<file path="src/verilog/rols_pkg_dummy_guard.sv">
// Intentionally empty marker file
`default_nettype none
`default_nettype wire

</file>
<file path="src/verilog/rols_pkg.sv">
// Shared constants, classes and register map of the relay output line supervisor
`default_nettype none
package rols_pkg;
  // Clock and timing
  localparam int unsigned CLK_HZ = 25_000_000;
  localparam int unsigned SETTLE_MS = 2000;
  localparam int unsigned SETTLE_CYC = SETTLE_MS * (CLK_HZ / 1000);
  // Channel counts
  localparam int unsigned NUM_CH = 7;
  localparam int unsigned AND_W = 8;
  localparam int unsigned NUM_AI = 14;
  localparam int unsigned RB_W = 8;
  localparam int unsigned DO_W = 24;
  localparam int unsigned ALT_DO_BASE = 16;
  // Readback class bounds in 0.1 mA steps, +/- 1 mA around each level
  localparam logic [7:0] LB_LO = 8'h28;
  localparam logic [7:0] OC_LO = 8'h3c;
  localparam logic [7:0] CC_LO = 8'h50;
  localparam logic [7:0] SC_LO = 8'h64;
  localparam logic [7:0] SC_HI = 8'h78;
  // Readback classes
  typedef enum logic [2:0] {
    CLS_LEAD_BREAK = 3'b000,
    CLS_OPEN = 3'b001,
    CLS_CLOSED = 3'b010,
    CLS_SHORT = 3'b011,
    CLS_FAULT = 3'b100
  } rols_class_e;
  // Register byte offsets
  localparam logic [7:0] ADDR_CTRL = 8'h00;
  localparam logic [7:0] ADDR_CHSTAT = 8'h04;
  localparam logic [7:0] ADDR_MODSTAT = 8'h08;
  localparam logic [7:0] ADDR_IRQSTAT = 8'h0c;
  localparam logic [7:0] ADDR_IRQMASK = 8'h10;
  // Field positions
  localparam int unsigned CTRL_ALT_BIT = 8;
  localparam int unsigned CH_SHORT_POS = 8;
  localparam int unsigned CH_LEAD_POS = 16;
  localparam int unsigned CH_MISM_POS = 24;
  localparam int unsigned IRQ_SHORT = 0;
  localparam int unsigned IRQ_LEAD = 1;
  localparam int unsigned IRQ_MISM = 2;
  localparam int unsigned IRQ_MODLOST = 3;
  localparam int unsigned IRQ_READY = 4;
  localparam int unsigned IRQ_W = 5;
  // Reset values
  localparam logic [31:0] CTRL_RST = 32'h0000_0000;
  localparam logic [IRQ_W-1:0] IRQ_RST = 5'h00;

  // Readback current to class
  function automatic rols_class_e rols_decode(input logic [7:0] code);
    rols_class_e cls;
    if (code >= LB_LO && code < OC_LO) begin
      cls = CLS_LEAD_BREAK;
    end else if (code >= OC_LO && code < CC_LO) begin
      cls = CLS_OPEN;
    end else if (code >= CC_LO && code < SC_LO) begin
      cls = CLS_CLOSED;
    end else if (code >= SC_LO && code <= SC_HI) begin
      cls = CLS_SHORT;
    end else begin
      cls = CLS_FAULT;
    end
    return cls;
  endfunction : rols_decode
endpackage : rols_pkg
`default_nettype wire

</file>
<file path="src/verilog/rols_top.sv">
// Top of the relay output line supervisor with Wishbone register slave
// Functional notes
// - Common block waits settling interval after supply
// - Module healthy is AND of channel health
// - One common block, one block per channel
// - Channels use delayed supply, not raw monitor
// - Relay follows command, forced off by short
// - Short readback sets the short flag
// - Lead break or blown fuse sets lead flag
// - Output on with relay off is mismatch
// - Output low with relay on is mismatch
// - Channel healthy only with no line faults
// - Relays map to outputs 1-7 or 17-23
// - Readbacks from analog inputs 9-15 or 25-31
// - Readback decoded into five current classes
// - Supply presence from digital input 16 or 32
`timescale 1ns/1ps
`default_nettype none
module rols_top
  import rols_pkg::*;
#(
  parameter int unsigned SETTLE_CYCLES = SETTLE_CYC
) (
  input wire logic clk_sys_in,
  input wire logic rst_in,
  // Wishbone classic slave
  input wire logic wb_cyc_in,
  input wire logic wb_stb_in,
  input wire logic wb_we_in,
  input wire logic [7:0] wb_adr_in,
  input wire logic [3:0] wb_sel_in,
  input wire logic [31:0] wb_dat_in,
  output logic [31:0] wb_dat_out,
  output logic wb_ack_out,
  // Field side
  input wire logic [1:0] monitored_digital_input_in,
  input wire logic [NUM_AI*RB_W-1:0] analog_input_in,
  output logic [DO_W-1:0] discrete_output_out,
  output logic module_healthy_out,
  output logic irq_out
);

  ////////////////////////////////////////////////////////////////
  // Declarations

  // Control register: commanded values and half select
  logic [31:0] ctrl_ff;
  // Interrupt status and mask
  logic [IRQ_W-1:0] irq_stat_ff;
  logic [IRQ_W-1:0] irq_mask_ff;
  logic irq_ff;
  // Bus answer
  logic ack_ff;
  logic [31:0] rdata_ff;
  // Pin synchronisers, first stage read only by second
  logic [1:0] dil_meta_ff;
  logic [1:0] dil_sync_ff;
  logic [NUM_AI*RB_W-1:0] ai_meta_ff;
  logic [NUM_AI*RB_W-1:0] ai_sync_ff;
  // Registered discrete outputs
  logic [DO_W-1:0] do_ff;
  // Previous flag values for edge events
  logic [NUM_CH-1:0] short_d_ff;
  logic [NUM_CH-1:0] lead_d_ff;
  logic [NUM_CH-1:0] mism_d_ff;
  logic mod_ok_d_ff;
  logic settled_d_ff;
  // Channel results
  logic [NUM_CH-1:0] relay_w;
  logic [NUM_CH-1:0] short_w;
  logic [NUM_CH-1:0] lead_w;
  logic [NUM_CH-1:0] mism_w;
  logic [NUM_CH-1:0] healthy_w;
  logic [RB_W-1:0] rb_w [NUM_CH];
  // Common block results
  logic supply_settled_w;
  logic module_ok_w;

  ////////////////////////////////////////////////////////////////
  // Control decode

  // Alternate half selects outputs 17-23, inputs 25-31 and 32
  wire alt_half = ctrl_ff[CTRL_ALT_BIT];
  wire [NUM_CH-1:0] cmd_w = ctrl_ff[NUM_CH-1:0];
  // supply presence from selected monitored input
  wire supply_raw = alt_half ? dil_sync_ff[1] : dil_sync_ff[0];

  ////////////////////////////////////////////////////////////////
  // Input synchronisers

  // Two stages on every pin input before any logic
  always_ff @(posedge clk_sys_in or posedge rst_in) begin
    if (rst_in) begin
      dil_meta_ff <= 2'h0;
      dil_sync_ff <= 2'h0;
    end else begin
      dil_meta_ff <= monitored_digital_input_in;
      dil_sync_ff <= dil_meta_ff;
    end
  end

  // Readback words: the converter holds them steady between samples,
  // so a plain two-stage path is acceptable; a word caught mid-change
  // lasts one cycle and at worst gives one cycle of a wrong class.
  always_ff @(posedge clk_sys_in or posedge rst_in) begin
    if (rst_in) begin
      ai_meta_ff <= '0;
      ai_sync_ff <= '0;
    end else begin
      ai_meta_ff <= analog_input_in;
      ai_sync_ff <= ai_meta_ff;
    end
  end

  ////////////////////////////////////////////////////////////////
  // Common block

  rols_common #(
    .SETTLE_CYCLES(SETTLE_CYCLES)
  ) u_common (
    .clk_sys_in(clk_sys_in),
    .rst_in(rst_in),
    .supply_monitor_in(supply_raw),
    .channel_healthy_in({1'b1, healthy_w}),
    .field_supply_present_out(supply_settled_w),
    .module_healthy_out(module_ok_w)
  );

  ////////////////////////////////////////////////////////////////
  // Channel blocks

  genvar gi;
  generate
    for (gi = 0; gi < NUM_CH; gi++) begin : g_ch
      // readback from analog input 9+i or 25+i
      assign rb_w[gi] = alt_half ? ai_sync_ff[(gi+NUM_CH)*RB_W +: RB_W] : ai_sync_ff[gi*RB_W +: RB_W];
      rols_channel u_ch (
        .clk_sys_in(clk_sys_in),
        .rst_in(rst_in),
        // delayed supply from the common block
        .field_supply_present_in(supply_settled_w),
        .commanded_value_in(cmd_w[gi]),
        .channel_readback_in(rb_w[gi]),
        .relay_drive_out(relay_w[gi]),
        .short_out(short_w[gi]),
        .lead_break_out(lead_w[gi]),
        .mismatch_out(mism_w[gi]),
        .channel_healthy_out(healthy_w[gi])
      );
    end
  endgenerate

  ////////////////////////////////////////////////////////////////
  // Discrete output mapping

  // relays onto outputs 1-7 or 17-23
  wire [DO_W-1:0] do_low = {{(DO_W-NUM_CH){1'b0}}, relay_w};
  wire [DO_W-1:0] do_high = do_low << ALT_DO_BASE;
  wire [DO_W-1:0] nxt_do = alt_half ? do_high : do_low;

  // Extra stage so the pins come straight from a flop
  always_ff @(posedge clk_sys_in or posedge rst_in) begin
    if (rst_in) begin
      do_ff <= '0;
    end else begin
      do_ff <= nxt_do;
    end
  end

  ////////////////////////////////////////////////////////////////
  // Wishbone decode

  wire bus_req = wb_cyc_in & wb_stb_in & ~ack_ff;
  wire wr_en = bus_req & wb_we_in;
  wire hit_ctrl = (wb_adr_in == ADDR_CTRL);
  wire hit_chstat = (wb_adr_in == ADDR_CHSTAT);
  wire hit_modstat = (wb_adr_in == ADDR_MODSTAT);
  wire hit_irqstat = (wb_adr_in == ADDR_IRQSTAT);
  wire hit_irqmask = (wb_adr_in == ADDR_IRQMASK);
  // Byte lane mask built from sel
  wire [31:0] lane_mask = {{8{wb_sel_in[3]}}, {8{wb_sel_in[2]}}, {8{wb_sel_in[1]}}, {8{wb_sel_in[0]}}};
  // Writable control bits only
  wire [31:0] ctrl_wmask = 32'h0000_017f;
  wire [31:0] nxt_ctrl = (ctrl_ff & ~(lane_mask & ctrl_wmask)) | (wb_dat_in & lane_mask & ctrl_wmask);
  wire [IRQ_W-1:0] irq_wr = wb_dat_in[IRQ_W-1:0] & {IRQ_W{wb_sel_in[0]}};
  // Channel status word
  wire [31:0] chstat_w = {1'b0, mism_w, 1'b0, lead_w, 1'b0, short_w, 1'b0, healthy_w};
  // Module status: raw supply, settled, module healthy
  wire [31:0] modstat_w = {29'h0, module_ok_w, supply_settled_w, supply_raw};
  // Unmapped addresses read zero and ignore writes
  wire [31:0] rd_mux = hit_ctrl ? ctrl_ff :
                       hit_chstat ? chstat_w :
                       hit_modstat ? modstat_w :
                       hit_irqstat ? {27'h0, irq_stat_ff} :
                       hit_irqmask ? {27'h0, irq_mask_ff} :
                       32'h0000_0000;

  ////////////////////////////////////////////////////////////////
  // Bus answer: ack one cycle after the request

  always_ff @(posedge clk_sys_in or posedge rst_in) begin
    if (rst_in) begin
      ack_ff <= 1'b0;
      rdata_ff <= 32'h0000_0000;
    end else begin
      ack_ff <= bus_req;
      // Hold read data stable until next request
      if (bus_req) begin
        rdata_ff <= rd_mux;
      end
    end
  end

  // Control register write
  always_ff @(posedge clk_sys_in or posedge rst_in) begin
    if (rst_in) begin
      ctrl_ff <= CTRL_RST;
    end else if (wr_en && hit_ctrl) begin
      ctrl_ff <= nxt_ctrl;
    end
  end

  // Mask register write
  always_ff @(posedge clk_sys_in or posedge rst_in) begin
    if (rst_in) begin
      irq_mask_ff <= IRQ_RST;
    end else if (wr_en && hit_irqmask && wb_sel_in[0]) begin
      irq_mask_ff <= wb_dat_in[IRQ_W-1:0];
    end
  end

  ////////////////////////////////////////////////////////////////
  // Events and interrupt

  // Rising edges of any channel short, lead or mismatch flag, module health loss, settling done
  wire [IRQ_W-1:0] evt_w = {
    supply_settled_w & ~settled_d_ff,
    ~module_ok_w & mod_ok_d_ff,
    |(mism_w & ~mism_d_ff),
    |(lead_w & ~lead_d_ff),
    |(short_w & ~short_d_ff)
  };
  // Write one to clear; a new event wins over the clear
  wire [IRQ_W-1:0] clr_w = (wr_en && hit_irqstat) ? irq_wr : {IRQ_W{1'b0}};
  wire [IRQ_W-1:0] nxt_irq_stat = (irq_stat_ff & ~clr_w) | evt_w;

  // Edge history
  always_ff @(posedge clk_sys_in or posedge rst_in) begin
    if (rst_in) begin
      short_d_ff <= '0;
      lead_d_ff <= '0;
      mism_d_ff <= '0;
      mod_ok_d_ff <= 1'b0;
      settled_d_ff <= 1'b0;
    end else begin
      short_d_ff <= short_w;
      lead_d_ff <= lead_w;
      mism_d_ff <= mism_w;
      mod_ok_d_ff <= module_ok_w;
      settled_d_ff <= supply_settled_w;
    end
  end

  // Sticky status and level output
  always_ff @(posedge clk_sys_in or posedge rst_in) begin
    if (rst_in) begin
      irq_stat_ff <= IRQ_RST;
      irq_ff <= 1'b0;
    end else begin
      irq_stat_ff <= nxt_irq_stat;
      irq_ff <= |(nxt_irq_stat & irq_mask_ff);
    end
  end

  ////////////////////////////////////////////////////////////////
  // Outputs

  assign wb_ack_out = ack_ff;
  assign wb_dat_out = rdata_ff;
  assign discrete_output_out = do_ff;
  // Module flag is a flop inside the common block
  assign module_healthy_out = module_ok_w;
  assign irq_out = irq_ff;

  ////////////////////////////////////////////////////////////////
  // Checks

  map_low_a: assert property (@(posedge clk_sys_in) disable iff (rst_in)
    !alt_half |=> (do_ff[NUM_CH-1:0] == $past(relay_w) && do_ff[DO_W-1:ALT_DO_BASE] == '0))
    else $error("low half output mapping wrong");
  map_high_a: assert property (@(posedge clk_sys_in) disable iff (rst_in)
    alt_half |=> (do_ff[ALT_DO_BASE +: NUM_CH] == $past(relay_w) && do_ff[NUM_CH-1:0] == '0))
    else $error("high half output mapping wrong");
  bus_ack_a: assert property (@(posedge clk_sys_in) disable iff (rst_in)
    (wb_cyc_in && wb_stb_in && !ack_ff) |=> ack_ff ##1 !ack_ff)
    else $error("ack not a single cycle after request");
  irq_level_a: assert property (@(posedge clk_sys_in) disable iff (rst_in)
    irq_ff == |(irq_stat_ff & $past(irq_mask_ff)))
    else $error("interrupt level wrong");
  unsettled_pins_a: assert property (@(posedge clk_sys_in) disable iff (rst_in)
    !supply_settled_w |=> ##1 (do_ff == '0)) else $error("output driven while unsettled");
  spare_tie_a: assert property (@(posedge clk_sys_in) disable iff (rst_in)
    (supply_settled_w && &healthy_w) |=> module_ok_w) else $error("spare input pulls health low");
endmodule : rols_top
`default_nettype wire

</file>
<file path="src/verilog/rols_common.sv">
// Common block: supply settling delay and module health AND
`timescale 1ns/1ps
`default_nettype none
module rols_common
  import rols_pkg::*;
#(
  parameter int unsigned SETTLE_CYCLES = SETTLE_CYC
) (
  input wire logic clk_sys_in,
  input wire logic rst_in,
  input wire logic supply_monitor_in,
  input wire logic [AND_W-1:0] channel_healthy_in,
  output logic field_supply_present_out,
  output logic module_healthy_out
);
  logic [31:0] settle_cnt_ff; // Cycles since supply seen
  logic settled_ff; // Delayed supply indication
  logic module_ok_ff; // Registered AND result
  wire settle_end = (settle_cnt_ff == 32'(SETTLE_CYCLES - 1));
  // AND over channels, spares come in tied high
  wire all_ok = &channel_healthy_in;

  ////////////////////////////////////////////////////////////////
  // settling hold-off
  always_ff @(posedge clk_sys_in or posedge rst_in) begin
    if (rst_in) begin
      settle_cnt_ff <= 32'h0000_0000;
      settled_ff <= 1'b0;
    end else if (!supply_monitor_in) begin
      // Any supply drop restarts the wait
      settle_cnt_ff <= 32'h0000_0000;
      settled_ff <= 1'b0;
    end else if (!settled_ff) begin
      settle_cnt_ff <= settle_cnt_ff + 32'h0000_0001;
      settled_ff <= settle_end;
    end
  end

  always_ff @(posedge clk_sys_in or posedge rst_in) begin
    if (rst_in) begin
      module_ok_ff <= 1'b0;
    end else begin
      module_ok_ff <= settled_ff & all_ok;
    end
  end

  assign field_supply_present_out = settled_ff;
  assign module_healthy_out = module_ok_ff;

  ////////////////////////////////////////////////////////////////
  supply_drop_a: assert property (@(posedge clk_sys_in) disable iff (rst_in)
    !supply_monitor_in |=> !settled_ff) else $error("settled flag survived supply loss");
  settle_wait_a: assert property (@(posedge clk_sys_in) disable iff (rst_in)
    $rose(settled_ff) |-> $past(settle_end)) else $error("settled before interval elapsed");
  module_and_a: assert property (@(posedge clk_sys_in) disable iff (rst_in)
    module_ok_ff == $past(settled_ff && all_ok)) else $error("module health differs from AND");
endmodule : rols_common
`default_nettype wire

</file>
<file path="src/verilog/rols_channel.sv">
// Channel block: relay drive and readback fault flags
`timescale 1ns/1ps
`default_nettype none
module rols_channel
  import rols_pkg::*;
(
  input wire logic clk_sys_in,
  input wire logic rst_in,
  input wire logic field_supply_present_in,
  input wire logic commanded_value_in,
  input wire logic [RB_W-1:0] channel_readback_in,
  output logic relay_drive_out,
  output logic short_out,
  output logic lead_break_out,
  output logic mismatch_out,
  output logic channel_healthy_out
);
  logic relay_ff, short_ff, lead_ff, mism_ff, healthy_ff;
  rols_class_e cls;
  assign cls = rols_decode(channel_readback_in);
  wire is_short = (cls == CLS_SHORT);
  // Blown fuse reads as lead break too
  wire is_lead = (cls == CLS_LEAD_BREAK);
  // on while relay off, low while relay on, or readback out of range
  wire is_mism = ((cls == CLS_CLOSED) & ~relay_ff) | ((cls == CLS_OPEN) & relay_ff) | (cls == CLS_FAULT);
  wire pwr = field_supply_present_in;
  wire nxt_relay = pwr & commanded_value_in & ~is_short;

  ////////////////////////////////////////////////////////////////
  // short blocks relay, off while unsettled
  always_ff @(posedge clk_sys_in or posedge rst_in) begin
    if (rst_in) begin
      relay_ff <= 1'b0;
      short_ff <= 1'b0;
      lead_ff <= 1'b0;
      mism_ff <= 1'b0;
      healthy_ff <= 1'b0;
    end else begin
      relay_ff <= nxt_relay;
      short_ff <= pwr & is_short;
      lead_ff <= pwr & is_lead;
      mism_ff <= pwr & is_mism;
      healthy_ff <= pwr & ~is_short & ~is_lead & ~is_mism;
    end
  end

  assign relay_drive_out = relay_ff;
  assign short_out = short_ff;
  assign lead_break_out = lead_ff;
  assign mismatch_out = mism_ff;
  assign channel_healthy_out = healthy_ff;

  ////////////////////////////////////////////////////////////////
  short_blocks_a: assert property (@(posedge clk_sys_in) disable iff (rst_in)
    short_ff |-> !relay_ff) else $error("relay energized during short");
  short_flag_a: assert property (@(posedge clk_sys_in) disable iff (rst_in)
    (pwr && cls == CLS_SHORT) |=> short_ff) else $error("short not flagged");
  lead_flag_a: assert property (@(posedge clk_sys_in) disable iff (rst_in)
    (pwr && cls == CLS_LEAD_BREAK) |=> lead_ff) else $error("lead break not flagged");
  mism_off_a: assert property (@(posedge clk_sys_in) disable iff (rst_in)
    (pwr && cls == CLS_CLOSED && !relay_ff) |=> mism_ff) else $error("on while off not flagged");
  mism_on_a: assert property (@(posedge clk_sys_in) disable iff (rst_in)
    (pwr && cls == CLS_OPEN && relay_ff) |=> mism_ff) else $error("low while on not flagged");
  health_clear_a: assert property (@(posedge clk_sys_in) disable iff (rst_in)
    healthy_ff |-> !(short_ff || lead_ff || mism_ff)) else $error("healthy with a fault");
  unsettled_off_a: assert property (@(posedge clk_sys_in) disable iff (rst_in)
    !pwr |=> !(relay_ff || short_ff || lead_ff || mism_ff || healthy_ff)) else $error("active while unsettled");
  relay_cmd_a: assert property (@(posedge clk_sys_in) disable iff (rst_in)
    (pwr && commanded_value_in && !is_short) |=> relay_ff) else $error("relay ignores command");
endmodule : rols_channel
`default_nettype wire

</file>
<file path="config.mk">
export PLATFORM = sky130hd
export DESIGN_NAME = rols_top
export DESIGN_NICKNAME = d
export VERILOG_FILES = /design/src/verilog/rols_pkg_dummy_guard.sv /design/src/verilog/rols_pkg.sv /design/src/verilog/rols_top.sv /design/src/verilog/rols_common.sv /design/src/verilog/rols_channel.sv
export SDC_FILE = /design/constraint.sdc
export NUM_CORES = 1
export LEC_CHECK = 0
export BUFFER_PORTS_ARGS = -buffer_cell sky130_fd_sc_hd__buf_2
export CAP_MARGIN = 20
export CORE_MARGIN = 2
export CORE_UTILIZATION = 56
export DETAILED_ROUTE_END_ITERATION = 8
export HOLD_SLACK_MARGIN = 0.12
export PLACE_DENSITY = 0.79
export REMOVE_ABC_BUFFERS = 1
export SETUP_SLACK_MARGIN = 0.02
export SLEW_MARGIN = 20
export SYNTH_ARGS = -nofsm -noshare
export SYNTH_HDL_FRONTEND = slang
export SYNTH_SLANG_ARGS = --single-unit
export TNS_END_PERCENT = 1
</file>
<file path="constraint.sdc">
create_clock -name clk_sys_in -period 19 [get_ports clk_sys_in]
set_clock_uncertainty 0.1 [all_clocks]
set_input_delay 3.8 -clock clk_sys_in [delete_from_list [all_inputs] [get_ports clk_sys_in]]
set_output_delay 3.8 -clock clk_sys_in [all_outputs]
set_load 0.01 [all_outputs]
</file>
==> flow_summary.yaml, run 1 <==
synth:
  yosys_warnings: 0
  synthCells: 985
  async_reset_ff_share_pct: 100
  syn-cell-area_sq_um: 13300
  synth_enable_flop_cells: 0
  syn_area_per_cell_sq_um: 13.5
  ys_seq_area_share_pct: 71.6
  synth_flop_cell: "dfrtp_1"
  yosys.cell_types.count: 61
  synth-seq-cells: 382
clocking:
  insertion_delay_ns: 0.53
  path_clk_slew_ns: 0.06
  post_cts_resized: 0
  post_cts.repair.setup_buffers: 0
  h-tree-depth: 2
  postCtsHoldBufs: 0
  clock_sinks: 382
  clk_path_buf_depth: 3
  cts_tree: "done"
  cts_buffers: 38
  clockRootBuffer: "clkbuf_16"
global_routing:
  use_met3_pct: 6.07
  first_global_vias: 8592
  antenna_found_initial: 1
  grt_pass1_wl_microns: 44200
  grtUsageMet2_pct: 37.9
  grt_overflow: 0
  grt_use_total_pct: 22.8
  grt_max_degree: 140
  use_met1_pct: 29.3
  busiest_layer: "met2"
place:
  post_dp_cell_area_sq_um: 14600
  portBuffers: 181
  dp_hpwl_microns: 17700
  place_ws_ns: 11.27
  place_congestion: 0.891
timing:
  setup_viol: 0
  fmax_ghz: 0.157
  whs_ns: 0.243
  hold_viol_final: 0
  post-route-period-util_pct: 33.6
  slew_viol_final: 0
  grt_setup_unrepaired: "no"
  relSlewSlack_pct: 29.7
  min_period_ns: 6.38
  fin_ws_ns: 12.62
  worst_pin_slew_ns: 1.05
  tns_ns: 0
critical_path:
  arrival_ns: 6.85
  setup.worst_path.end: "wb_dat_out[30]"
  worstPathRequired_ns: 19.47
  cp-startpoint: "rst_in"
  reg2reg_depth: 6
  crit_path_end_kind: "async pin"
  crit_type: "in2async"
  cp-start-kind: "input port"
  worstPathMaxFanout: 139
  r2r-end: "g_ch[5].u_ch.channel_healthy_out"
  r2r_slack_ns: 15.71
route:
  viasPerCell: 5.53
  drtIter0Drc: 598
  antenna_left: 0
  drc: 0
  routed_wl_microns: 27500
  first_pass_iters: 5
  vias: 8473
  wl_per_cell_microns: 18.0
min_path:
  min_path_type: "reg2reg"
  whs_path_depth: 0
power:
  powerDensity_nw_per_um2: 108
  combPwrFrac_pct: 3.8
  seq_power_share_pct: 49.7
  ir_drop_mv: 0.107
  p_switching_uw: 372
  swShare_pct: 21.6
  clock_power_share_pct: 46.5
  intPower_uw: 1350
  power.leakage_uw: 0.00755
  p_total_uw: 1720
layout:
  stdcell_area_sq_um: 15900
  layout-drive-gt1-share_pct: 24.2
  nets: 1347
  area_growth_pct: 19.5
  mostFrequentLayoutCells: "dfrtp_1, buf_2, nor2_1"
  antennaDiodeCount: 0
  layout_commonest_cell: "dfrtp_1"
floorplanning:
  die_w_microns: 158
  start_util_pct: 57.0
  ios: 222
  core_sq_um: 23400
  rows: 56
  die_area_sq_um: 25100
  die_y_microns: 158
flow_run:
  drv_cap: 0
run_status:
  status: "finished, final reports clean"
[critical path: stages]
cell	delay, ns
buf_2	0.13
inv_8	0.60
buf_4	0.83
buf_6	0.68
buf_6	0.66
[area by class of cell]
| cell class | count | area (sq um) |
|---|---|---|
| inverters | 33 | 131 |
| clock buffers | 48 | 1060 |
| well taps | 319 | 399 |
| multi-input cells | 538 | 3490 |
| fillers | 1648 | 7470 |
| repair buffers | 190 | 981 |
| flip-flops and latches | 382 | 9560 |
| clock inverters | 22 | 310 |
[state kept, by name, summed over array words and instances, names as in the netlist, 14 cells and up, named ones only]
name	count
ai_meta_ff	112
ai_sync_ff	112
u_common.settle_cnt_ff	32
wb_dat_out	28
discrete_output_out	14
[worst min path at each step]
stage | startpoint | endpoint | slack [ns]
after detailed placement | ai_meta_ff[12] | ai_sync_ff[12] | 0.23
after CTS | ai_meta_ff[79] | ai_sync_ff[79] | 0.25
final | ai_meta_ff[79] | ai_sync_ff[79] | 0.24
after global placement | ai_meta_ff[82] | ai_sync_ff[82] | 0.23
after global routing | ai_meta_ff[82] | ai_sync_ff[82] | 0.25
after floorplan | ai_meta_ff[0] | ai_sync_ff[0] | 0.23
[cells by family after synthesis]
kind of cell,synth area share [%]
muxes,2.04
DFF,71.6
xor gates and xnor gates,1.97
buffers and inverters,2.65
and+or+nand+nor,14.0
AOI/OAI and AO/OA,7.56
adders and majority gates,0.0938
other,0.0281
[synthesized netlist by cell type (all sizes together), types with 5 or more instances]
| cell | instances | area, sq um |
|---|---|---|
| nand2 | 42 | 158 |
| o32ai | 5 | 43.8 |
| and3b | 9 | 78.8 |
| and3 | 16 | 101 |
| and4 | 5 | 43.8 |
| nor4 | 11 | 68.8 |
| a21oi | 18 | 90.1 |
| xor2 | 25 | 219 |
| nor3 | 22 | 110 |
| a22oi | 5 | 37.5 |
| nor4b | 8 | 76.3 |
| a221oi | 11 | 103 |
| buf | 23 | 148 |
| clkbuf | 22 | 82.6 |
| dfrtp | 382 | 9560 |
| o22ai | 12 | 75.1 |
| nand4 | 27 | 169 |
| o21ai | 18 | 90.1 |
| inv | 33 | 124 |
| nor4bb | 12 | 120 |
| a32oi | 6 | 52.6 |
| nand2b | 6 | 37.5 |
| nor2b | 14 | 87.6 |
| o31ai | 8 | 60.1 |
| nand3 | 25 | 125 |
| nand3b | 11 | 82.6 |
| xnor2 | 5 | 43.8 |
| mux2 | 17 | 191 |
| nor2 | 83 | 312 |
| mux2i | 8 | 80.1 |
| and2 | 16 | 100 |
| a22o | 25 | 219 |
[power by group through the flow]
stage          Sequential (uW)  Clock [uW]  Combinational [uW]
2_1_floorplan              868           0                33.6
3_3_place_gp               869           0                63.1
3_5_place_dp               870           0                64.5
4_1_cts                    856         813                65.7
5_1_grt                    859         852                73.7
6_report                   856         801                64.6
[per-layer routing]
metal	up-vias	part of all wire, %
li1	3870	-
met4	0	2.9
met1	4223	40
met2	311	49
met5	-	0
met3	69	7.8
[through the flow]
stage / utilization [%] / instances
3_3_place_gp: 62.2 / 1462
2_1_floorplan: - / 953
6_report: 68.1 / 1532
3_5_place_dp: 62.2 / 1462
4_1_cts: 68.0 / 1532
5_1_grt: 68.1 / 1532
(Power assumes the default switching activity.)
==> run 2: changes to the inputs <==
--- a/config.mk
+++ b/config.mk
@@ -5,13 +5,14 @@
 export SDC_FILE = /design/constraint.sdc
 export NUM_CORES = 1
 export LEC_CHECK = 0
+export ABC_AREA = 1
 export BUFFER_PORTS_ARGS = -buffer_cell sky130_fd_sc_hd__buf_2
 export CAP_MARGIN = 20
 export CORE_MARGIN = 2
-export CORE_UTILIZATION = 56
+export CORE_UTILIZATION = 51
 export DETAILED_ROUTE_END_ITERATION = 8
 export HOLD_SLACK_MARGIN = 0.12
-export PLACE_DENSITY = 0.79
+export PLACE_DENSITY = 0.75
 export REMOVE_ABC_BUFFERS = 1
 export SETUP_SLACK_MARGIN = 0.02
 export SLEW_MARGIN = 20
==> constraint.sdc (replaced) <==
create_clock -name clk_sys_in -period 5.25 [get_ports clk_sys_in]
set_clock_uncertainty 0.1 [all_clocks]
set_input_delay 1.05 -clock clk_sys_in [delete_from_list [all_inputs] [get_ports clk_sys_in]]
set_output_delay 1.05 -clock clk_sys_in [all_outputs]
set_load 0.01 [all_outputs]
==> run 2 against run 1 <==
Via count is 25% higher. Highest routed layer is now met5. Setup slack worse by 10 ns. Sequential power rose to 3.6 times the previous value. Synthesized cell count grew 59%. Non-clock buffer count rose by 2. Utilization decreased by 7.6 points. Critical path type is now reg2reg. Critical endpoint is now g_ch[0].u_ch.mismatch_out. Global-route usage decreased by 1.3 points.
==> flow_summary.yaml, run 2 <==
route:
  wl_met3_microns: 1850
  drtIter0Drc: 696
  vias: 10600
  first_pass_iters: 5
  drc: 0
  m1WireLength_microns: 13000
  wl_met2_microns: 15800
  routed.top_layer: "met5"
  antenna_left: 0
  routed_wl_microns: 31600
  wl_per_cell_microns: 14.5
  viasPerCell: 4.86
timing:
  setup_viol: 0
  slew_viol_final: 0
  worst_pin_slew_ns: 0.853
  grt_setup_unrepaired: "no"
  hold_viol_final: 0
  fmax_ghz: 0.357
  relSlewSlack_pct: 43.1
  min_period_ns: 2.80
  post-route-period-util_pct: 53.3
clocking:
  path_clk_slew_ns: 0.06
  insertion_delay_ns: 0.54
  postCtsHoldBufs: 0
  post_cts_resized: 0
  clock_sinks: 382
  clockRootBuffer: "clkbuf_16"
  post_cts.repair.setup_buffers: 0
  cts_tree: "done"
  clk_path_buf_depth: 3
  h-tree-depth: 2
  cts_buffers: 39
layout:
  layout-drive-gt1-share_pct: 16.9
  layout_commonest_cell: "nand2_1"
  nets: 1925
  area_growth_pct: 17.2
  mostFrequentLayoutCells: "nand2_1, dfrtp_1, inv_1"
  reg_top3: "ai_meta_ff (112), ai_sync_ff (112), u_common.settle_cnt_ff (32)"
  stdcell_area_sq_um: 17300
  n_fill_cell: 2352
  finish.utilization_pct: 60.5
global_routing:
  antenna_found_initial: 5
  grt_overflow: 0
  grt_pass1_wl_microns: 51900
  grt_max_degree: 134
  grt_use_total_pct: 21.5
  first_global_vias: 10600
synth:
  synth-seq-cells: 382
  yosysTopAreaCellShare_pct: 64.7
  ys_seq_area_share_pct: 64.7
  async_reset_ff_share_pct: 100
  yosys.cell_types.count: 40
  yosys_warnings: 0
  yosysTopAreaCell: "dfrtp_1"
  yosys.cell_count.top_type: "nand2_1"
  syn_area_per_cell_sq_um: 9.44
  synthTopCellsByArea: "dfrtp_1, nand2_1, inv_1, nor2_1, nand3_1"
  synth_flop_cell: "dfrtp_1"
  synthCells: 1564
  syn-cell-area_sq_um: 14800
  synth_commonest_cells: "nand2_1, dfrtp_1, inv_1"
  synth_enable_flop_cells: 0
critical_path:
  crit_slowest_cell: "dfrtp_4"
  critical-path-max-stage-delay_ns: 0.68
  arrival_ns: 3.07
  worstPathMaxFanout: 57
  cp-start-kind: "flip-flop"
  path_cells: "inv_2, buf_4, nand2_1, nand2_1, nand3_1, nand2_1, nand2_1, nand2_1, nand3_2, a21oi_1"
  critPathMostFrequentCell: "nand2_1"
  crit_path_end_kind: "flip-flop"
  worstPathRequired_ns: 5.52
  crit_type: "reg2reg"
floorplanning:
  rows: 62
  die_y_microns: 174
  die_area_sq_um: 30300
  die_w_microns: 174
  ios: 222
  core_sq_um: 28600
  start_util_pct: 51.6
power:
  intPower_uw: 4780
  p_switching_uw: 1370
  swShare_pct: 22.3
  ir_drop_mv: 0.377
  powerDensity_nw_per_um2: 355
  seq_power_share_pct: 50.0
  combPwrFrac_pct: 4.9
  clock_power_share_pct: 45.1
  power.leakage_uw: 0.00904
min_path:
  min_path_type: "reg2reg"
flow_run:
  drv_cap: 0
run_status:
  status: "finished, final reports clean"
place:
  post_dp_cell_area_sq_um: 16000
  dp_hpwl_microns: 21800
  portBuffers: 181
  place_congestion: 0.868
-- run 2: changes by cell type after synthesis, sizes merged, moves of 14 or more --
| cell | change |
|---|---|
| xor2 | -22 |
| buf | +16 |
| nand3 | +65 |
| inv | +196 |
| nor2b | -14 |
| nor2 | +62 |
| and2 | -16 |
| a22o | -25 |
| nand2 | +445 |
| mux2 | -16 |
| o21ai | +47 |
-- run 2: cells by family after synthesis --
group                    count (synthesis)  synth area share [%]
adder cells (fa/ha/maj)                  1                0.0847
flip-flops                             382                  64.7
AO/OA/AOI/OAI                          122                  4.80
multiplexers                             1                0.0762
AND/OR/NAND/NOR                        775                  22.0
other                                    1                0.0254
XOR/XNOR                                 3                 0.178
buffers and inverters                  279                  8.12
-- run 2: metrics by stage --
step	total power (uW)	TNS (ns)	hold slack (ns)	instances	setup slack, ns
6_report	6150	0	0.235	2179	2.45
5_1_grt	6410	0	0.247	2175	2.21
4_1_cts	6210	0	0.242	2174	2.47
3_5_place_dp	3440	0	0.235	2104	2.18
3_3_place_gp	3420	0	0.232	2104	2.25
2_1_floorplan	3310	-2488.38	0.231	1528	-6.51
-- run 2: worst max-delay path, delay by kind of cell, from the launching register on --
family	cells	cell delay [ns]
simple gates	7	0.76
flops	1	0.68
buf+inv	2	0.67
compound gates	1	0.37
-- run 2: final cells by class --
cell class | count | area [sq um] | area share, %
Sequential cell | 382 | 9560 | 55.2
Tap cell | 384 | 480 | 2.77
Antenna cell | 5 | 12.5 | 0.0723
Clock inverter | 19 | 238 | 1.37
Clock buffer | 51 | 1090 | 6.30
Multi-Input combinational cell | 916 | 4060 | 23.4
Inverter | 230 | 871 | 5.03
Timing Repair Buffer | 192 | 1000 | 5.78
-- run 2: power groups by stage --
stage	clock [uW]	sequential [uW]	combinational, uW
after global routing	2970	3080	352
after detailed placement	0	3130	306
after CTS	2820	3080	309
after floorplan	0	3130	185
after global placement	0	3120	294
final	2770	3080	303
-- run 2: path summary, 6_finish.rpt --
check | from | endpoint | slack [ns] | cells past startpoint
worst max-delay path | flip-flop | g_ch[0].u_ch.mismatch_out | 2.45 | 10
worst min-delay path | ai_meta_ff[10] | ai_sync_ff[10] | 0.24 | 0
worst max register to register | flip-flop | g_ch[0].u_ch.mismatch_out | 2.45 | 10
worst min register to register | ai_meta_ff[10] | ai_sync_ff[10] | 0.24 | 0
max in group asynchronous | rst_in | ai_sync_ff[111] | 3.27 | 3
min in group asynchronous | rst_in | ai_meta_ff[78] | 0.61 | 2
-- run 2: per-layer routing --
metal,vias up,track usage [%]
li1,5192,-
met1,5054,26.7
met2,261,37.1
met3,71,5.10
met4,2,7.25
met5,-,0
